===== src/timer8_wave_pkg.sv =====
/*
 * constants shared by the 8-bit compare waveform timer: register offsets,
 * field positions, reset values, mode codes and prescale masks.
 * assumes an 8-bit register port and one 10 MHz system clock.
 */
package timer8_wave_pkg;
    // system clock period in ns
    localparam int CLK_PERIOD_NS = 100;
    // register offsets on the plain register port
    localparam logic [2:0] ADDR_CTRL = 3'h0;
    localparam logic [2:0] ADDR_COUNT = 3'h1;
    localparam logic [2:0] ADDR_COMPARE = 3'h2;
    localparam logic [2:0] ADDR_FLAGS = 3'h3;
    localparam logic [2:0] ADDR_PORT = 3'h4;
    // control field positions
    localparam int CTRL_MODE_LSB = 0;
    localparam int CTRL_ACTION_LSB = 2;
    localparam int CTRL_CLKSEL_LSB = 4;
    localparam int CTRL_FORCE_BIT = 7;
    // flag and port bit positions
    localparam int FLAG_OVF_BIT = 0;
    localparam int FLAG_MATCH_BIT = 1;
    localparam int PORT_DATA_BIT = 0;
    localparam int PORT_DIR_BIT = 1;
    // reset and extreme values
    localparam logic [7:0] COUNT_BOTTOM = 8'h00;
    localparam logic [7:0] COUNT_MAX = 8'hFF;
    localparam logic [7:0] COUNT_ONE = 8'h01;
    localparam logic [7:0] REG_ZERO = 8'h00;
    // waveform mode codes
    localparam logic [1:0] MODE_NORMAL = 2'h0;
    localparam logic [1:0] MODE_PHASE = 2'h1;
    localparam logic [1:0] MODE_CLEAR_ON_MATCH = 2'h2;
    localparam logic [1:0] MODE_FAST_PWM = 2'h3;
    // compare output action codes
    localparam logic [1:0] ACT_NONE = 2'h0;
    localparam logic [1:0] ACT_TOGGLE = 2'h1;
    localparam logic [1:0] ACT_CLEAR = 2'h2;
    localparam logic [1:0] ACT_SET = 2'h3;
    // clock select codes
    localparam logic [2:0] CLKSEL_STOP = 3'h0;
    // prescaler width and tick masks for 1,8,32,64,128,256,1024
    localparam int PRE_W = 10;
    localparam logic [PRE_W-1:0] PRE_MASK_1 = 10'h000;
    localparam logic [PRE_W-1:0] PRE_MASK_8 = 10'h007;
    localparam logic [PRE_W-1:0] PRE_MASK_32 = 10'h01F;
    localparam logic [PRE_W-1:0] PRE_MASK_64 = 10'h03F;
    localparam logic [PRE_W-1:0] PRE_MASK_128 = 10'h07F;
    localparam logic [PRE_W-1:0] PRE_MASK_256 = 10'h0FF;
    localparam logic [PRE_W-1:0] PRE_MASK_1024 = 10'h3FF;
    localparam logic [PRE_W-1:0] PRE_ONE = 10'h001;
endpackage

===== src/timer8_compare_waveform_gen.sv =====
/*
 * 8-bit timer with compare match output unit: normal, clear-on-match
 * and fast single-slope pwm counting, force strobe, flags, port override.
 * assumes one 10 MHz clock, an 8-bit register port with read data one
 * cycle after the read strobe, and an external load on the output pin.
 */
`timescale 1ns/100ps
module timer8_compare_waveform_gen
    import timer8_wave_pkg::*;
(
    // clock and reset
    input wire logic clk_sys_in,
    input wire logic rst_in,
    // register port
    input wire logic [2:0] reg_addr_in,
    input wire logic [7:0] reg_wdata_in,
    input wire logic reg_write_in,
    input wire logic reg_read_in,
    output logic [7:0] reg_rdata_out,
    // compare output pin
    output logic pin_out,
    output logic pin_oe_out,
    // status
    output logic overflow_flag_out,
    output logic compare_match_flag_out
);

    ////////////////////////////////////////////////////////////////////
    // state
    logic [1:0] waveform_mode_select_r; // counting mode
    logic [1:0] compare_output_action_r; // output action
    logic [2:0] clock_select_field_r; // prescale choice
    logic [7:0] counter_value_r; // live count
    logic [7:0] compare_value_r; // active comparator value
    logic [7:0] compare_buf_r; // software-side buffer
    logic overflow_flag_r; // sticky overflow
    logic compare_match_flag_r; // sticky match
    logic compare_output_state_r; // internal output state
    logic port_data_r; // general port data
    logic output_pin_direction_r; // pin direction
    logic match_block_r; // blocks next match after count write
    logic [PRE_W-1:0] pre_r; // free-running prescaler
    logic [7:0] rdata_r; // read data register

    ////////////////////////////////////////////////////////////////////
    // decode
    logic wr_ctrl, wr_count, wr_compare, wr_flags, wr_port;
    logic is_pwm, tick, raw_match, match, force_now;
    logic [PRE_W-1:0] pre_mask;
    logic [1:0] act_field;

    // write strobes per register
    assign wr_ctrl = reg_write_in && (reg_addr_in == ADDR_CTRL);
    assign wr_count = reg_write_in && (reg_addr_in == ADDR_COUNT);
    assign wr_compare = reg_write_in && (reg_addr_in == ADDR_COMPARE);
    assign wr_flags = reg_write_in && (reg_addr_in == ADDR_FLAGS);
    assign wr_port = reg_write_in && (reg_addr_in == ADDR_PORT);
    assign is_pwm = (waveform_mode_select_r == MODE_FAST_PWM);
    assign act_field = reg_wdata_in[CTRL_ACTION_LSB +: 2];
    // force uses the action written in the same write
    assign force_now = wr_ctrl && reg_wdata_in[CTRL_FORCE_BIT] &&
        (reg_wdata_in[CTRL_MODE_LSB +: 2] != MODE_FAST_PWM);

    ////////////////////////////////////////////////////////////////////
    // prescaler: tick when the selected low bits are all ones
    always_comb begin
        case (clock_select_field_r)
            3'h1: pre_mask = PRE_MASK_1;
            3'h2: pre_mask = PRE_MASK_8;
            3'h3: pre_mask = PRE_MASK_32;
            3'h4: pre_mask = PRE_MASK_64;
            3'h5: pre_mask = PRE_MASK_128;
            3'h6: pre_mask = PRE_MASK_256;
            3'h7: pre_mask = PRE_MASK_1024;
            default: pre_mask = PRE_MASK_1;
        endcase
    end
    // stopped when clock select is zero
    assign tick = (clock_select_field_r != CLKSEL_STOP) &&
        ((pre_r & pre_mask) == pre_mask);

    // free-running divider
    always_ff @(posedge clk_sys_in or posedge rst_in) begin
        if (rst_in) begin
            pre_r <= '0;
        end else begin
            pre_r <= pre_r + PRE_ONE;
        end
    end

    // comparator, gated by a recent count write
    assign raw_match = (counter_value_r == compare_value_r);
    assign match = tick && raw_match && !match_block_r;

    ////////////////////////////////////////////////////////////////////
    // control register
    always_ff @(posedge clk_sys_in or posedge rst_in) begin
        if (rst_in) begin
            waveform_mode_select_r <= MODE_NORMAL;
            compare_output_action_r <= ACT_NONE;
            clock_select_field_r <= CLKSEL_STOP;
        end else if (wr_ctrl) begin
            // action takes effect at the next match, no buffering
            waveform_mode_select_r <= reg_wdata_in[CTRL_MODE_LSB +: 2];
            compare_output_action_r <= act_field;
            clock_select_field_r <= reg_wdata_in[CTRL_CLKSEL_LSB +: 3];
        end
    end

    // port data and direction
    always_ff @(posedge clk_sys_in or posedge rst_in) begin
        if (rst_in) begin
            port_data_r <= 1'b0;
            output_pin_direction_r <= 1'b0;
        end else if (wr_port) begin
            port_data_r <= reg_wdata_in[PORT_DATA_BIT];
            output_pin_direction_r <= reg_wdata_in[PORT_DIR_BIT];
        end
    end

    ////////////////////////////////////////////////////////////////////
    // counter: software write has priority over counting
    always_ff @(posedge clk_sys_in or posedge rst_in) begin
        if (rst_in) begin
            counter_value_r <= COUNT_BOTTOM;
        end else if (wr_count) begin
            counter_value_r <= reg_wdata_in;
        end else if (tick) begin
            // sequence depends on mode only; compare is top in ctc
            if (waveform_mode_select_r == MODE_CLEAR_ON_MATCH && match) begin
                counter_value_r <= COUNT_BOTTOM;
            end else begin
                // normal, phase, fast pwm and a missed top run on via ff
                counter_value_r <= counter_value_r + COUNT_ONE;
            end
        end
    end

    // match blocking after a count write, held until next tick
    always_ff @(posedge clk_sys_in or posedge rst_in) begin
        if (rst_in) begin
            match_block_r <= 1'b0;
        end else if (wr_count) begin
            match_block_r <= 1'b1;
        end else if (tick) begin
            match_block_r <= 1'b0;
        end
    end

    ////////////////////////////////////////////////////////////////////
    // compare value: direct in non-pwm, buffered to top in pwm
    always_ff @(posedge clk_sys_in or posedge rst_in) begin
        if (rst_in) begin
            compare_buf_r <= REG_ZERO;
        end else if (wr_compare) begin
            compare_buf_r <= reg_wdata_in;
        end
    end

    always_ff @(posedge clk_sys_in or posedge rst_in) begin
        if (rst_in) begin
            compare_value_r <= REG_ZERO;
        end else if (wr_compare && !is_pwm) begin
            compare_value_r <= reg_wdata_in;
        end else if (!is_pwm || (tick && counter_value_r == COUNT_MAX)) begin
            // pwm loads only at top; non-pwm follows the buffer
            compare_value_r <= compare_buf_r;
        end
    end

    ////////////////////////////////////////////////////////////////////
    // flags: hardware set wins over software write-one clear
    always_ff @(posedge clk_sys_in or posedge rst_in) begin
        if (rst_in) begin
            overflow_flag_r <= 1'b0;
        end else if (tick && counter_value_r == COUNT_MAX && !wr_count) begin
            // all modes: set on the max-to-zero step, pwm at max
            overflow_flag_r <= 1'b1;
        end else if (wr_flags && reg_wdata_in[FLAG_OVF_BIT]) begin
            overflow_flag_r <= 1'b0;
        end
    end

    always_ff @(posedge clk_sys_in or posedge rst_in) begin
        if (rst_in) begin
            compare_match_flag_r <= 1'b0;
        end else if (match) begin
            // force never reaches here
            compare_match_flag_r <= 1'b1;
        end else if (wr_flags && reg_wdata_in[FLAG_MATCH_BIT]) begin
            compare_match_flag_r <= 1'b0;
        end
    end

    ////////////////////////////////////////////////////////////////////
    // waveform generator on the internal compare state
    always_ff @(posedge clk_sys_in or posedge rst_in) begin
        if (rst_in) begin
            compare_output_state_r <= 1'b0;
        end else if (force_now) begin
            // set-up path before the pin is enabled
            case (act_field)
                ACT_TOGGLE: compare_output_state_r <= !compare_output_state_r;
                ACT_CLEAR: compare_output_state_r <= 1'b0;
                ACT_SET: compare_output_state_r <= 1'b1;
                default: compare_output_state_r <= compare_output_state_r;
            endcase
        end else if (is_pwm && tick) begin
            // match beats bottom, giving constant level at max for clear and set
            if (match) begin
                case (compare_output_action_r)
                    ACT_TOGGLE: compare_output_state_r <=
                        !compare_output_state_r;
                    ACT_CLEAR: compare_output_state_r <= 1'b0;
                    ACT_SET: compare_output_state_r <= 1'b1;
                    default: compare_output_state_r <=
                        compare_output_state_r;
                endcase
            end else if (counter_value_r == COUNT_MAX) begin
                case (compare_output_action_r)
                    ACT_CLEAR: compare_output_state_r <= 1'b1;
                    ACT_SET: compare_output_state_r <= 1'b0;
                    default: compare_output_state_r <= compare_output_state_r;
                endcase
            end
        end else if (match) begin
            case (compare_output_action_r)
                ACT_TOGGLE: compare_output_state_r <= !compare_output_state_r;
                ACT_CLEAR: compare_output_state_r <= 1'b0;
                ACT_SET: compare_output_state_r <= 1'b1;
                default: compare_output_state_r <= compare_output_state_r;
            endcase
        end
    end

    ////////////////////////////////////////////////////////////////////
    // pin: override set by action only, direction by port bit
    assign pin_out = (compare_output_action_r != ACT_NONE) ?
        compare_output_state_r : port_data_r;
    assign pin_oe_out = output_pin_direction_r;
    assign overflow_flag_out = overflow_flag_r;
    assign compare_match_flag_out = compare_match_flag_r;

    ////////////////////////////////////////////////////////////////////
    // read data, one cycle after the strobe; unmapped reads zero
    always_ff @(posedge clk_sys_in or posedge rst_in) begin
        if (rst_in) begin
            rdata_r <= REG_ZERO;
        end else if (reg_read_in) begin
            case (reg_addr_in)
                ADDR_CTRL: rdata_r <= {1'b0, clock_select_field_r,
                    compare_output_action_r, waveform_mode_select_r};
                ADDR_COUNT: rdata_r <= counter_value_r;
                ADDR_COMPARE: rdata_r <= compare_buf_r;
                ADDR_FLAGS: rdata_r <= {6'h00, compare_match_flag_r,
                    overflow_flag_r};
                ADDR_PORT: rdata_r <= {6'h00, output_pin_direction_r,
                    port_data_r};
                default: rdata_r <= REG_ZERO;
            endcase
        end else begin
            rdata_r <= REG_ZERO;
        end
    end
    assign reg_rdata_out = rdata_r;

    ////////////////////////////////////////////////////////////////////
    // checks
    property p_override;
        @(posedge clk_sys_in) disable iff (rst_in)
        (compare_output_action_r != ACT_NONE) |->
            pin_out == compare_output_state_r;
    endproperty
    a_override: assert property (p_override)
        else $error("pin not driven from compare state");

    property p_direction;
        @(posedge clk_sys_in) disable iff (rst_in)
        wr_port |=> pin_oe_out == $past(reg_wdata_in[PORT_DIR_BIT]);
    endproperty
    a_direction: assert property (p_direction)
        else $error("pin enable not following direction bit");

    property p_normal_wrap;
        @(posedge clk_sys_in) disable iff (rst_in)
        (tick && !wr_count && !wr_ctrl &&
            waveform_mode_select_r == MODE_NORMAL &&
            counter_value_r == COUNT_MAX) |=>
            counter_value_r == COUNT_BOTTOM && overflow_flag_r;
    endproperty
    a_normal_wrap: assert property (p_normal_wrap)
        else $error("normal mode wrap or overflow wrong");

    property p_ctc_clear;
        @(posedge clk_sys_in) disable iff (rst_in)
        (match && !wr_count &&
            waveform_mode_select_r == MODE_CLEAR_ON_MATCH) |=>
            counter_value_r == COUNT_BOTTOM;
    endproperty
    a_ctc_clear: assert property (p_ctc_clear)
        else $error("counter not cleared on match");

    property p_toggle;
        @(posedge clk_sys_in) disable iff (rst_in)
        (match && !force_now && !is_pwm &&
            compare_output_action_r == ACT_TOGGLE) |=>
            compare_output_state_r != $past(compare_output_state_r);
    endproperty
    a_toggle: assert property (p_toggle)
        else $error("compare state did not toggle");

    property p_block;
        @(posedge clk_sys_in) disable iff (rst_in)
        (tick && match_block_r && raw_match && !compare_match_flag_r) |=>
            !compare_match_flag_r;
    endproperty
    a_block: assert property (p_block)
        else $error("match after counter write not blocked");

    property p_stop;
        @(posedge clk_sys_in) disable iff (rst_in)
        (clock_select_field_r == CLKSEL_STOP && !wr_count) |=>
            $stable(counter_value_r);
    endproperty
    a_stop: assert property (p_stop)
        else $error("counter moved while stopped");

    property p_force_flag;
        @(posedge clk_sys_in) disable iff (rst_in)
        (force_now && !match && !compare_match_flag_r) |=>
            !compare_match_flag_r;
    endproperty
    a_force_flag: assert property (p_force_flag)
        else $error("force set the match flag");

    property p_idle_action;
        @(posedge clk_sys_in) disable iff (rst_in)
        (match && !force_now && compare_output_action_r == ACT_NONE) |=>
            $stable(compare_output_state_r);
    endproperty
    a_idle_action: assert property (p_idle_action)
        else $error("compare state changed with no action");

endmodule // timer8_compare_waveform_gen


===== config.mk =====
export PLATFORM = sky130hd
export DESIGN_NAME = timer8_compare_waveform_gen
export DESIGN_NICKNAME = d
export VERILOG_FILES = /design/src/timer8_wave_pkg.sv /design/src/timer8_compare_waveform_gen.sv
export SDC_FILE = /design/constraint.sdc
export NUM_CORES = 1
export LEC_CHECK = 0
export BUFFER_PORTS_ARGS = -buffer_cell sky130_fd_sc_hd__buf_4
export CAP_MARGIN = 20
export CORE_MARGIN = 5
export CORE_UTILIZATION = 53
export CTS_BUF_LIST = sky130_fd_sc_hd__clkbuf_16
export CTS_CLUSTER_SIZE = 28
export DETAILED_ROUTE_END_ITERATION = 6
export PLACE_DENSITY_LB_ADDON = 0.05
export SLEW_MARGIN = 5
export SYNTH_ARGS = -nofsm -noshare
export SYNTH_HDL_FRONTEND = slang
export SYNTH_SLANG_ARGS = --single-unit

===== constraint.sdc =====
create_clock -name clk_sys_in -period 1.75 [get_ports clk_sys_in]
set_input_delay 0.35 -clock clk_sys_in [delete_from_list [all_inputs] [get_ports clk_sys_in]]
set_output_delay 0.35 -clock clk_sys_in [all_outputs]
set_load 0.03 [all_outputs]

### After elaboration in Yosys (flattened, before gate mapping)

Index checks and enable logic that the tools add are counted.

* bits of input ports: 15
* word-level logic and storage cells: 96
* register bits after elaboration: 55
* output and inout port bits: 12

* add/sub/neg operators: 2
* multiplexer cells: 23
* reductions and logical operators: 33
* equal/unequal tests: 23
* bitwise logic cells: 1

Operator list (number)
* $pmux W10 S6: 1
* $mux W8: 6
* $pmux W8 S5: 1
* $logic_and A1 B1 Y1: 17
* $eq A3 B3 Y1 const B: 5
* $eq A2 B2 Y1 const B: 6
* $eq A3 B2 Y1 const B: 4
* $mux W1: 12
* $add A10 B1 Y10 const B: 1
* $and A10 B10 Y10: 1
* $eq A10 B10 Y1: 1
* $reduce_bool A2 Y1: 5
* $reduce_bool A3 Y1: 3
* $add A8 B1 Y8 const B: 1
* $eq A8 B8 Y1: 1
* $eq A8 B8 Y1 const B: 1
* $pmux W1 S3: 2
* $eq A2 B1 Y1 const B: 2
* $logic_not A1 Y1: 4
* $ne A4 B1 Y1 const B: 1
* $reduce_and A4 Y1: 1
* $reduce_bool A4 Y1: 1
* $eq A3 B1 Y1 const B: 1
* $logic_not A3 Y1: 1
* 3 further kinds: 3

### Depth between registers and ports, before layout

Gate-level depths: netlist of run 1.

* depth after elaboration: 11
* mapped depth: 8
* mapped depth without buffers: 7

### Worst setup path after synthesis of run 1

Ideal clock, no wire load.

* kind: flip-flop to flip-flop
* from: register counter_value_r[0]
* to: register compare_output_state_r
* library setup time: 104 ps
* clock period less this slack: 1776 ps
* data arrival time: 1672 ps
* path buffers: 0
* stages on the path, launching flop included: 8
* required time: 1646 ps
* slack: -26 ps
* cell sequence: dfrtp_1 ha_1 nand3_2 nor3_2 nand4_1 nand3b_1 nand3_2 o41ai_2

* word-level cells in the longest chain between the ends: 6
* elaborated cells between the ends (all ways): 11
* those cells by class: eq/ne: 2; mux: 3; reduce/logical: 6

RTL lines
* start: declaration: line timer8_compare_waveform_gen.sv:33 `logic [7:0] counter_value_r;`
* start signal: assignment: line timer8_compare_waveform_gen.sv:127 `counter_value_r <= reg_wdata_in;`
* start signal: assignment: line timer8_compare_waveform_gen.sv:134 `counter_value_r <= counter_value_r + COUNT_ONE;`
* $eq A8 B8 Y1: line timer8_compare_waveform_gen.sv:92 `assign raw_match = (counter_value_r == compare_value_r);`
* $logic_and A1 B1 Y1 (2 in a row): line timer8_compare_waveform_gen.sv:93 `assign match = tick && raw_match && !match_block_r;`
* $mux W1: line timer8_compare_waveform_gen.sv:210 `if (match) begin`
* $mux W1: line timer8_compare_waveform_gen.sv:208 `end else if (is_pwm && tick) begin`
* $mux W1: line timer8_compare_waveform_gen.sv:200 `end else if (force_now) begin`
* end signal: assignment: line timer8_compare_waveform_gen.sv:203 `ACT_TOGGLE: compare_output_state_r <= !compare_output_state_r;`
* end signal: assignment: line timer8_compare_waveform_gen.sv:206 `default: compare_output_state_r <= compare_output_state_r;`
* end signal: assignment: line timer8_compare_waveform_gen.sv:212 `ACT_TOGGLE: compare_output_state_r <=`
* end: declaration: line timer8_compare_waveform_gen.sv:38 `logic compare_output_state_r;`

Several ways; a longest one is shown, not always the timed one.
A chain may end at the register's enable or synchronous reset.

### Worst setup path after layout of run 1

* from: register counter_value_r[1]
* to: register compare_value_r[7]

* word-level cells in the longest chain between the ends: 4

RTL lines
* $eq A8 B8 Y1: line timer8_compare_waveform_gen.sv:165 `end else if (!is_pwm || (tick && counter_value_r == COUNT_MAX)) begin`
* $logic_and A1 B1 Y1: line timer8_compare_waveform_gen.sv:165
* $logic_or A1 B1 Y1: line timer8_compare_waveform_gen.sv:165
* $reduce_bool A2 Y1 (no line)
* end signal: assignment: line timer8_compare_waveform_gen.sv:164 `compare_value_r <= reg_wdata_in;`
* end signal: assignment: line timer8_compare_waveform_gen.sv:167 `compare_value_r <= compare_buf_r;`
* end: declaration: line timer8_compare_waveform_gen.sv:34 `logic [7:0] compare_value_r;`

Every way passes these cells.

==> tab_implementation.tex, run 1 <==
\begin{tabular}{lr}
\hline
Metric & Value \\
\hline
\multicolumn{2}{l}{\textbf{Critical path}} \\
Delay of the slowest cell on the worst path & 440 ps \\
Category of the worst setup path capture point & flip-flop \\
Maximum net fanout on the critical path & 7 \\
Family with the most delay on the worst path & flip-flops \\
CP arrival & 1990 ps \\
Crit start category & flip-flop \\
Data required time of the worst path & 1930 ps \\
Cell Chain, Critical Path & ha\_2 -> nand3\_2 -> nor3\_4 -> buf\_4 -> a21oi\_4 -> buf\_12 -> mux2\_4 \\
Critical path class & reg2reg \\
Total buffers and inverters traversed by the critical path & 2 \\
Max stage delay cell, worst path & sky130\_fd\_sc\_hd\_\_dfrtp\_1 \\
\multicolumn{2}{l}{\textbf{Detailed routing}} \\
Number of iterations in the first detailed-routing pass & 4 \\
Antenna viol nets, final & 0 \\
Vias/cell & 5.60 \\
Final routed DRC violation total & 0 \\
WL per Instance & 17.5 um \\
Via total after detailed routing & 2336 \\
1st-iter DRT viols & 133 \\
Aggregate routed wire length & 7290 um \\
\multicolumn{2}{l}{\textbf{Global routing}} \\
Met3 Resource Use GR & 4.47\% \\
Global Route met1 Usage & 27.1\% \\
Tot GR Track Use & 21.3\% \\
First-pass GRT wire length & 12000 um \\
Grt peak-use layer & met2 \\
Vias in the first global route & 2387 \\
Pin count of the biggest net entering global routing & 40 \\
Grt total ovfl & 0 \\
Met2 Use GR & 35.7\% \\
Initial antenna violation count & 0 \\
\multicolumn{2}{l}{\textbf{Die}} \\
I/O Pins & 27 \\
DIE AREA & 7250 um2 \\
Placement row count & 27 \\
Y dimension of the die & 85.1 um \\
Core Area & 5510 um2 \\
Die boundary width & 85.1 um \\
Starting density of the core & 54.4\% \\
\multicolumn{2}{l}{\textbf{Power and ir drop}} \\
Pleak & 1.75 nW \\
Maximum VDD drop & 625 uV \\
Power density relative to cell area & 1180 nW/um2 \\
\multicolumn{2}{l}{\textbf{Clock tree}} \\
Hold\_buf cts & 0 \\
CTS Root Cell & sky130\_fd\_sc\_hd\_\_clkbuf\_16 \\
CTS tree & built \\
Max clock buf depth & 2 \\
Source-to-sink clock delay at the later pin of the worst-skew pair & 290 ps \\
Clock sink count & 55 \\
Clock buffers created by TritonCTS & 5 \\
\# H-tree levels & 2 \\
Clock transition at path regs & 70 ps \\
\multicolumn{2}{l}{\textbf{Cells and area}} \\
FILL cells & 429 \\
Filler-free cell count of the finished design & 417 \\
Count of nets after finishing & 362 \\
Syn-to-layout area delta & 28.3\% \\
Share of post-route cells with drive strength above 1 & 41.7\% \\
Diodes inserted & 0 \\
\multicolumn{2}{l}{\textbf{Logic synthesis}} \\
Syn\_area\_per\_cell & 10.9 um2 \\
Cell area after synthesis & 2990 um2 \\
Most used flip-flop cell after synthesis & sky130\_fd\_sc\_hd\_\_dfrtp\_1 \\
Mapped Nets & 293 \\
Distinct cell type count after synthesis & 57 \\
Count of flip-flops with a built-in enable after synthesis & 0 \\
Synthesis Warnings & 0 \\
Fraction of registers with async set or reset after synthesis & 100\% \\
Cell count after synthesis & 275 \\
Synthesis-stage register bit count & 55 \\
Part of the Yosys area used for sequential elements & 46.0\% \\
\multicolumn{2}{l}{\textbf{Timing}} \\
Number of endpoints with negative hold slack in the final report & 0 \\
Final sum of negative setup slack & -633 ps \\
Worst clock skew & 4.57 ps \\
Normalized max-slew margin & 73.9\% \\
Final number of max-transition violations & 0 \\
Post-layout worst setup margin & -63.8 ps \\
Setup repair after global routing missed its margin & yes \\
Final Cycle Share & 104\% \\
Actual transition at the worst max-transition pin & 392 ps \\
Highest clock rate & 551 MHz \\
Final setup viols & 12 \\
Final Critical Period & 1810 ps \\
\multicolumn{2}{l}{\textbf{Status}} \\
Failing checks & setup timing \\
Result of the run & complete, but fails checks \\
\multicolumn{2}{l}{\textbf{Place}} \\
Place WS & -68.2 ps \\
Final weighted congestion in routability-driven placement & 0.849 \\
Final HPWL DP & 5350 um \\
Count of port buffers added during placement & 26 \\
DP Cell Count & 399 \\
\multicolumn{2}{l}{\textbf{Flow run}} \\
Max-cap violations & 0 \\
\multicolumn{2}{l}{\textbf{Worst hold path}} \\
Path class of the lowest-slack min-delay path & in2async \\
\hline
\end{tabular}
worst reg2reg max path, cell delays in order, from the launching register on:
cell and delay [ps]:
sky130_fd_sc_hd__dfrtp_1 440, sky130_fd_sc_hd__ha_2 250, sky130_fd_sc_hd__nand3_2 110, sky130_fd_sc_hd__nor3_4 220, sky130_fd_sc_hd__buf_4 170, sky130_fd_sc_hd__a21oi_4 70, sky130_fd_sc_hd__buf_12 150, sky130_fd_sc_hd__mux2_4 290
layout by cell type (no fill, tap or decap), drive strengths merged, types with 2 or more instances in the layout:
cell type / n
xor2: 12
a21boi: 3
nand3b: 3
buf: 72
inv: 6
or3: 2
dfrtp: 55
nand2b: 3
nor2: 28
clkbuf: 5
mux2: 32
a221oi: 2
a31oi: 2
xnor2: 5
a21oi: 17
and2: 5
nand2: 24
mux2i: 9
nor3b: 2
o21ai: 12
a22oi: 2
and3: 3
nand3: 10
nor2b: 3
nand4: 5
nor3: 6
ha: 3
layer usage:
metal / share of wire, % / vias up
met3: 4.7 / 12
met4: 2.2 / 0
met1: 43 / 1149
met2: 50 / 60
met5: 0 / -
li1: - / 1115
final cells by class:
type / instances / area (um2) / area share [%]
multi-input cells: 205 / 1630 / 42.5
inverters: 5 / 18.8 / 0.489
flip-flops and latches: 55 / 1380 / 35.9
repair buffers: 72 / 578 / 15.0
well taps: 72 / 90.1 / 2.35
clock inverters: 3 / 16.3 / 0.423
clock buffers: 5 / 125 / 3.26
what timing repair did:
action	in CTS	in global routing
setup buffers	6	4
gates resized for setup	12	11
setup endpoints to repair	17	19
cloned	0	0
pin swaps	5	10
state kept, by name (all words and copies together) (netlist names):
register and cells:
counter_value_r 8, clock_select_field_r 3, port_data_r 1, overflow_flag_out 1, pre_r 10, compare_buf_r 8
waveform_mode_select_r 2, reg_rdata_out 8, compare_value_r 8, pin_oe_out 1, compare_output_state_r 1, compare_match_flag_out 1
match_block_r 1, compare_output_action_r 2
kinds of logic after synthesis:
group	count (synthesis)	share of synthesized area (%)
simple gates	97	19.1
flops	55	46.0
compound gates	46	10.5
mux	42	15.8
xor+xnor	17	4.97
buf+inv	15	2.38
fa+ha+maj	3	1.25
synthesized netlist by cell type (2+ instances only):
master                     number  area (um2)
sky130_fd_sc_hd__a21oi_1       16        80.1
sky130_fd_sc_hd__a221oi_1       2        17.5
sky130_fd_sc_hd__a31oi_1        2        12.5
sky130_fd_sc_hd__and2_1         4        25.0
sky130_fd_sc_hd__and3_1         2        12.5
sky130_fd_sc_hd__buf_2          3        15.0
sky130_fd_sc_hd__clkbuf_1       4        15.0
sky130_fd_sc_hd__dfrtp_1       55        1380
sky130_fd_sc_hd__ha_1           3        37.5
sky130_fd_sc_hd__inv_1          5        18.8
sky130_fd_sc_hd__mux2_2        31         349
sky130_fd_sc_hd__mux2i_1        9        90.1
sky130_fd_sc_hd__nand2_1       23        86.3
sky130_fd_sc_hd__nand2b_1       2        12.5
sky130_fd_sc_hd__nand3_1        5        25.0
sky130_fd_sc_hd__nand3_2        3        30.0
sky130_fd_sc_hd__nand3_4        2        35.0
sky130_fd_sc_hd__nand3b_1       3        22.5
sky130_fd_sc_hd__nand4_1        5        31.3
sky130_fd_sc_hd__nor2_1        28         105
sky130_fd_sc_hd__nor2b_1        3        18.8
sky130_fd_sc_hd__nor3_1         3        15.0
sky130_fd_sc_hd__nor3_4         2        32.5
sky130_fd_sc_hd__o21ai_0       10        50.1
sky130_fd_sc_hd__o21ai_1        2        10.0
sky130_fd_sc_hd__or3_1          2        12.5
sky130_fd_sc_hd__xnor2_1        5        43.8
sky130_fd_sc_hd__xor2_1        12         105
final timing paths:
check / cells past startpoint / slack [ps] / from / end
max in group asynchronous: 3 / 1160 / rst_in / clock_select_field_r[1]$_DFFE_PP0P_
worst max-delay path: 7 / -60 / counter_value_r[1]$_DFFE_PP0P_ / compare_value_r[7]$_DFFE_PP0P_
worst min-delay path: 2 / 50 / rst_in / pin_oe_out$_DFFE_PP0P_
worst max register to register: 7 / -60 / counter_value_r[1]$_DFFE_PP0P_ / compare_value_r[7]$_DFFE_PP0P_
min in group clk_sys_in: 2 / 320 / reg_read_in / reg_rdata_out[0]$_DFF_PP0_
worst min register to register: 1 / 500 / pre_r[7]$_DFF_PP0_ / pre_r[7]$_DFF_PP0_
through the flow:
stage               util [%]  total power (W)  cell area (um2)  hold slack [ps]
floorplan                  -          0.00273             3010              446
global placement        64.2          0.00332             3530              366
detailed placement      64.2          0.00334             3530              363
CTS                     68.5          0.00443             3770             57.4
global route            69.8          0.00476             3840             75.2
finish                  69.8          0.00452             3840             45.7
power breakdown:
group	leakage [nW]	internal, W	switching (W)
combinational	1.01	0.000891	0.000849
sequential	0.675	0.00155	0.000270
clock	0.0710	0.000523	0.000434
total	1.75	0.00296	0.00155
Power figures use the tool's default switching activity.
==> run 2, diff against run 1 <==
--- a/config.mk
+++ b/config.mk
@@ -12,6 +12,7 @@
 export CTS_BUF_LIST = sky130_fd_sc_hd__clkbuf_16
 export CTS_CLUSTER_SIZE = 28
 export DETAILED_ROUTE_END_ITERATION = 6
+export MAX_ROUTING_LAYER = met4
 export PLACE_DENSITY_LB_ADDON = 0.05
 export SLEW_MARGIN = 5
 export SYNTH_ARGS = -nofsm -noshare
==> run 2 against run 1 <==
The flow still finishes with violations (setup timing). Utilization unchanged. Critical path depth is the same. Maximum frequency shrank 0.16%. Largest cell class unchanged. Worst hold slack better by 1.9 ps. Flip-flop and latch count stayed put. Non-clock buffer count unchanged. Sequential power is essentially flat. Cell area stayed put. Highest routed layer unchanged.
==> tab_implementation.tex, run 2 (synthesized netlist as in run 1, its figures left out) <==
\begin{tabular}{lr}
\hline
Metric & Value \\
\hline
\multicolumn{2}{l}{\textbf{Detailed routing}} \\
Vias/cell & 5.62 \\
Aggregate routed wire length & 7270 um \\
Final routed DRC violation total & 0 \\
WL per Instance & 17.4 um \\
1st-iter DRT viols & 147 \\
Via total after detailed routing & 2342 \\
Antenna viol nets, final & 0 \\
Number of iterations in the first detailed-routing pass & 4 \\
\multicolumn{2}{l}{\textbf{Timing}} \\
Worst Hold Margin & 47.6 ps \\
Final setup viols & 12 \\
Final Critical Period & 1820 ps \\
Actual transition at the worst max-transition pin & 394 ps \\
Worst clock skew & 4.70 ps \\
Number of endpoints with negative hold slack in the final report & 0 \\
Post-layout worst setup margin & -66.6 ps \\
Highest clock rate & 550 MHz \\
Final number of max-transition violations & 0 \\
Setup repair after global routing missed its margin & yes \\
Normalized max-slew margin & 73.7\% \\
Final Cycle Share & 104\% \\
\multicolumn{2}{l}{\textbf{Cells and area}} \\
Filler-free cell count of the finished design & 417 \\
Final core utilization & 69.8\% \\
Largest reg by FF count & pre\_r \\
Count of nets after finishing & 362 \\
Most frequent cells in the layout & sky130\_fd\_sc\_hd\_\_buf\_4 (69), sky130\_fd\_sc\_hd\_\_dfrtp\_1 (53), sky130\_fd\_sc\_hd\_\_nor2\_1 (27), sky130\_fd\_sc\_hd\_\_mux2\_2 (24), sky130\_fd\_sc\_hd\_\_nand2\_1 (22) \\
Max reg flops & 10 \\
Share of post-route cells with drive strength above 1 & 41.7\% \\
Diodes inserted & 0 \\
Syn-to-layout area delta & 28.3\% \\
Leading cell type in the layout, fill and taps excluded & sky130\_fd\_sc\_hd\_\_buf\_4 \\
\multicolumn{2}{l}{\textbf{Global routing}} \\
Met2 Use GR & 35.7\% \\
Tot GR Track Use & 22.0\% \\
Pin count of the biggest net entering global routing & 40 \\
Global Route met1 Usage & 27.2\% \\
First-pass GRT wire length & 12000 um \\
Vias in the first global route & 2390 \\
Met3 Resource Use GR & 4.47\% \\
Initial antenna violation count & 0 \\
Grt total ovfl & 0 \\
Grt peak-use layer & met2 \\
\multicolumn{2}{l}{\textbf{Power and ir drop}} \\
Clk network pwr share & 21.2\% \\
Switching power & 0.00155 W \\
Overall Power & 0.00451 W \\
Proportion of total power due to net switching & 34.3\% \\
Maximum VDD drop & 625 uV \\
Internal power contribution & 0.00296 W \\
Power density relative to cell area & 1170 nW/um2 \\
Fraction of power consumed by sequential logic & 40.3\% \\
Pleak & 1.75 nW \\
Comb pwr share & 38.5\% \\
\multicolumn{2}{l}{\textbf{Clock tree}} \\
Clock buffers created by TritonCTS & 5 \\
Source-to-sink clock delay at the later pin of the worst-skew pair & 290 ps \\
Clock sink count & 55 \\
CTS tree & built \\
Max clock buf depth & 2 \\
Clock transition at path regs & 70 ps \\
CTS Root Cell & sky130\_fd\_sc\_hd\_\_clkbuf\_16 \\
\# H-tree levels & 2 \\
\multicolumn{2}{l}{\textbf{Critical path}} \\
Delay of the slowest cell on the worst path & 420 ps \\
Total buffers and inverters traversed by the critical path & 2 \\
Total stage count of the critical path & 7 \\
Data required time of the worst path & 1940 ps \\
Maximum net fanout on the critical path & 4 \\
Family with the most delay on the worst path & compound AO/OA/AOI/OAI gates \\
Logic depth of the worst register-to-register path & 7 \\
Max stage delay cell, worst path & sky130\_fd\_sc\_hd\_\_dfrtp\_1 \\
Critical path class & reg2reg \\
Most frequent CP cell & sky130\_fd\_sc\_hd\_\_buf\_4 \\
Worst R2R Setup Slack & -70 ps \\
Category of the worst setup path capture point & flip-flop \\
Cell Chain, Critical Path & buf\_4 -> xor2\_2 -> nor2\_2 -> and3\_4 -> buf\_4 -> o311a\_1 -> o41ai\_2 \\
CP arrival & 2000 ps \\
Crit start category & flip-flop \\
\multicolumn{2}{l}{\textbf{Die}} \\
Die boundary width & 85.1 um \\
Y dimension of the die & 85.1 um \\
Placement row count & 27 \\
I/O Pins & 27 \\
DIE AREA & 7250 um2 \\
Starting density of the core & 54.4\% \\
Core Area & 5510 um2 \\
\multicolumn{2}{l}{\textbf{Status}} \\
Result of the run & complete, but fails checks \\
Failing checks & setup timing \\
\multicolumn{2}{l}{\textbf{Place}} \\
Final weighted congestion in routability-driven placement & 0.862 \\
DP Cell Count & 399 \\
Final HPWL DP & 5350 um \\
Count of port buffers added during placement & 26 \\
\multicolumn{2}{l}{\textbf{Flow run}} \\
Max-cap violations & 0 \\
\multicolumn{2}{l}{\textbf{Worst hold path}} \\
Path class of the lowest-slack min-delay path & in2async \\
\hline
\end{tabular}
[run 2: cell counts in the layout (fill, tap and decap cells not counted)]
No cell type changed its count.
[run 2: cell type report]
cell class / count / area, um2
Clock buffer: 5 / 125
Clock inverter: 3 / 16.3
Fill cell: 429 / 1670
Inverter: 5 / 18.8
Multi-Input combinational cell: 205 / 1630
Sequential cell: 55 / 1380
Tap cell: 72 / 90.1
Timing Repair Buffer: 72 / 578
[run 2: layer usage]
metal / part of all wire [%] / vias up
li1: - / 1115
met1: 42 / 1158
met2: 50 / 57
met3: 5.1 / 12
met4: 2.1 / 0
met5: 0 / -
[run 2: final timing paths]
check	from	to
max	counter_value_r[0]$_DFFE_PP0P_	compare_output_state_r$_DFFE_PP0P_
min	rst_in	pin_oe_out$_DFFE_PP0P_
max reg2reg	counter_value_r[0]$_DFFE_PP0P_	compare_output_state_r$_DFFE_PP0P_
min reg2reg	pre_r[7]$_DFF_PP0_	pre_r[7]$_DFF_PP0_
max in group asynchronous	rst_in	clock_select_field_r[1]$_DFFE_PP0P_
min in group clk_sys_in	reg_read_in	reg_rdata_out[0]$_DFF_PP0_
[run 2: power groups by stage]
stage               clock, W  sequential, W  combinational [W]
floorplan                  0        0.00185           0.000880
global placement           0        0.00182            0.00150
detailed placement         0        0.00182            0.00152
CTS                 0.000977        0.00181            0.00165
global route         0.00103        0.00185            0.00188
finish              0.000956        0.00182            0.00174
[run 2: worst register-to-register path: cells and delay by family (launching register included)]
kind	cells	cell delay [ps]
xor gates and xnor gates	1	190
AOI/OAI and AO/OA	2	550
DFF	1	420
and+or+nand+nor	2	230
buffers and inverters	2	320
[run 2: repair_timing]
action,in CTS,in global routing
setup buffers,6,4
pin swaps,5,10
hold buffers,0,0
resized for setup,12,11
setup endpoints to repair,17,19
[run 2: metrics by stage]
step                setup TNS [ps]  cell area, um2  setup WS (ps)
finish                        -575            3840          -66.6
global route                 -2250            3840           -184
CTS                           -251            3770          -50.7
detailed placement            -668            3530          -68.2
global placement              -339            3530          -45.3
floorplan                   -0.180            3010         -0.180
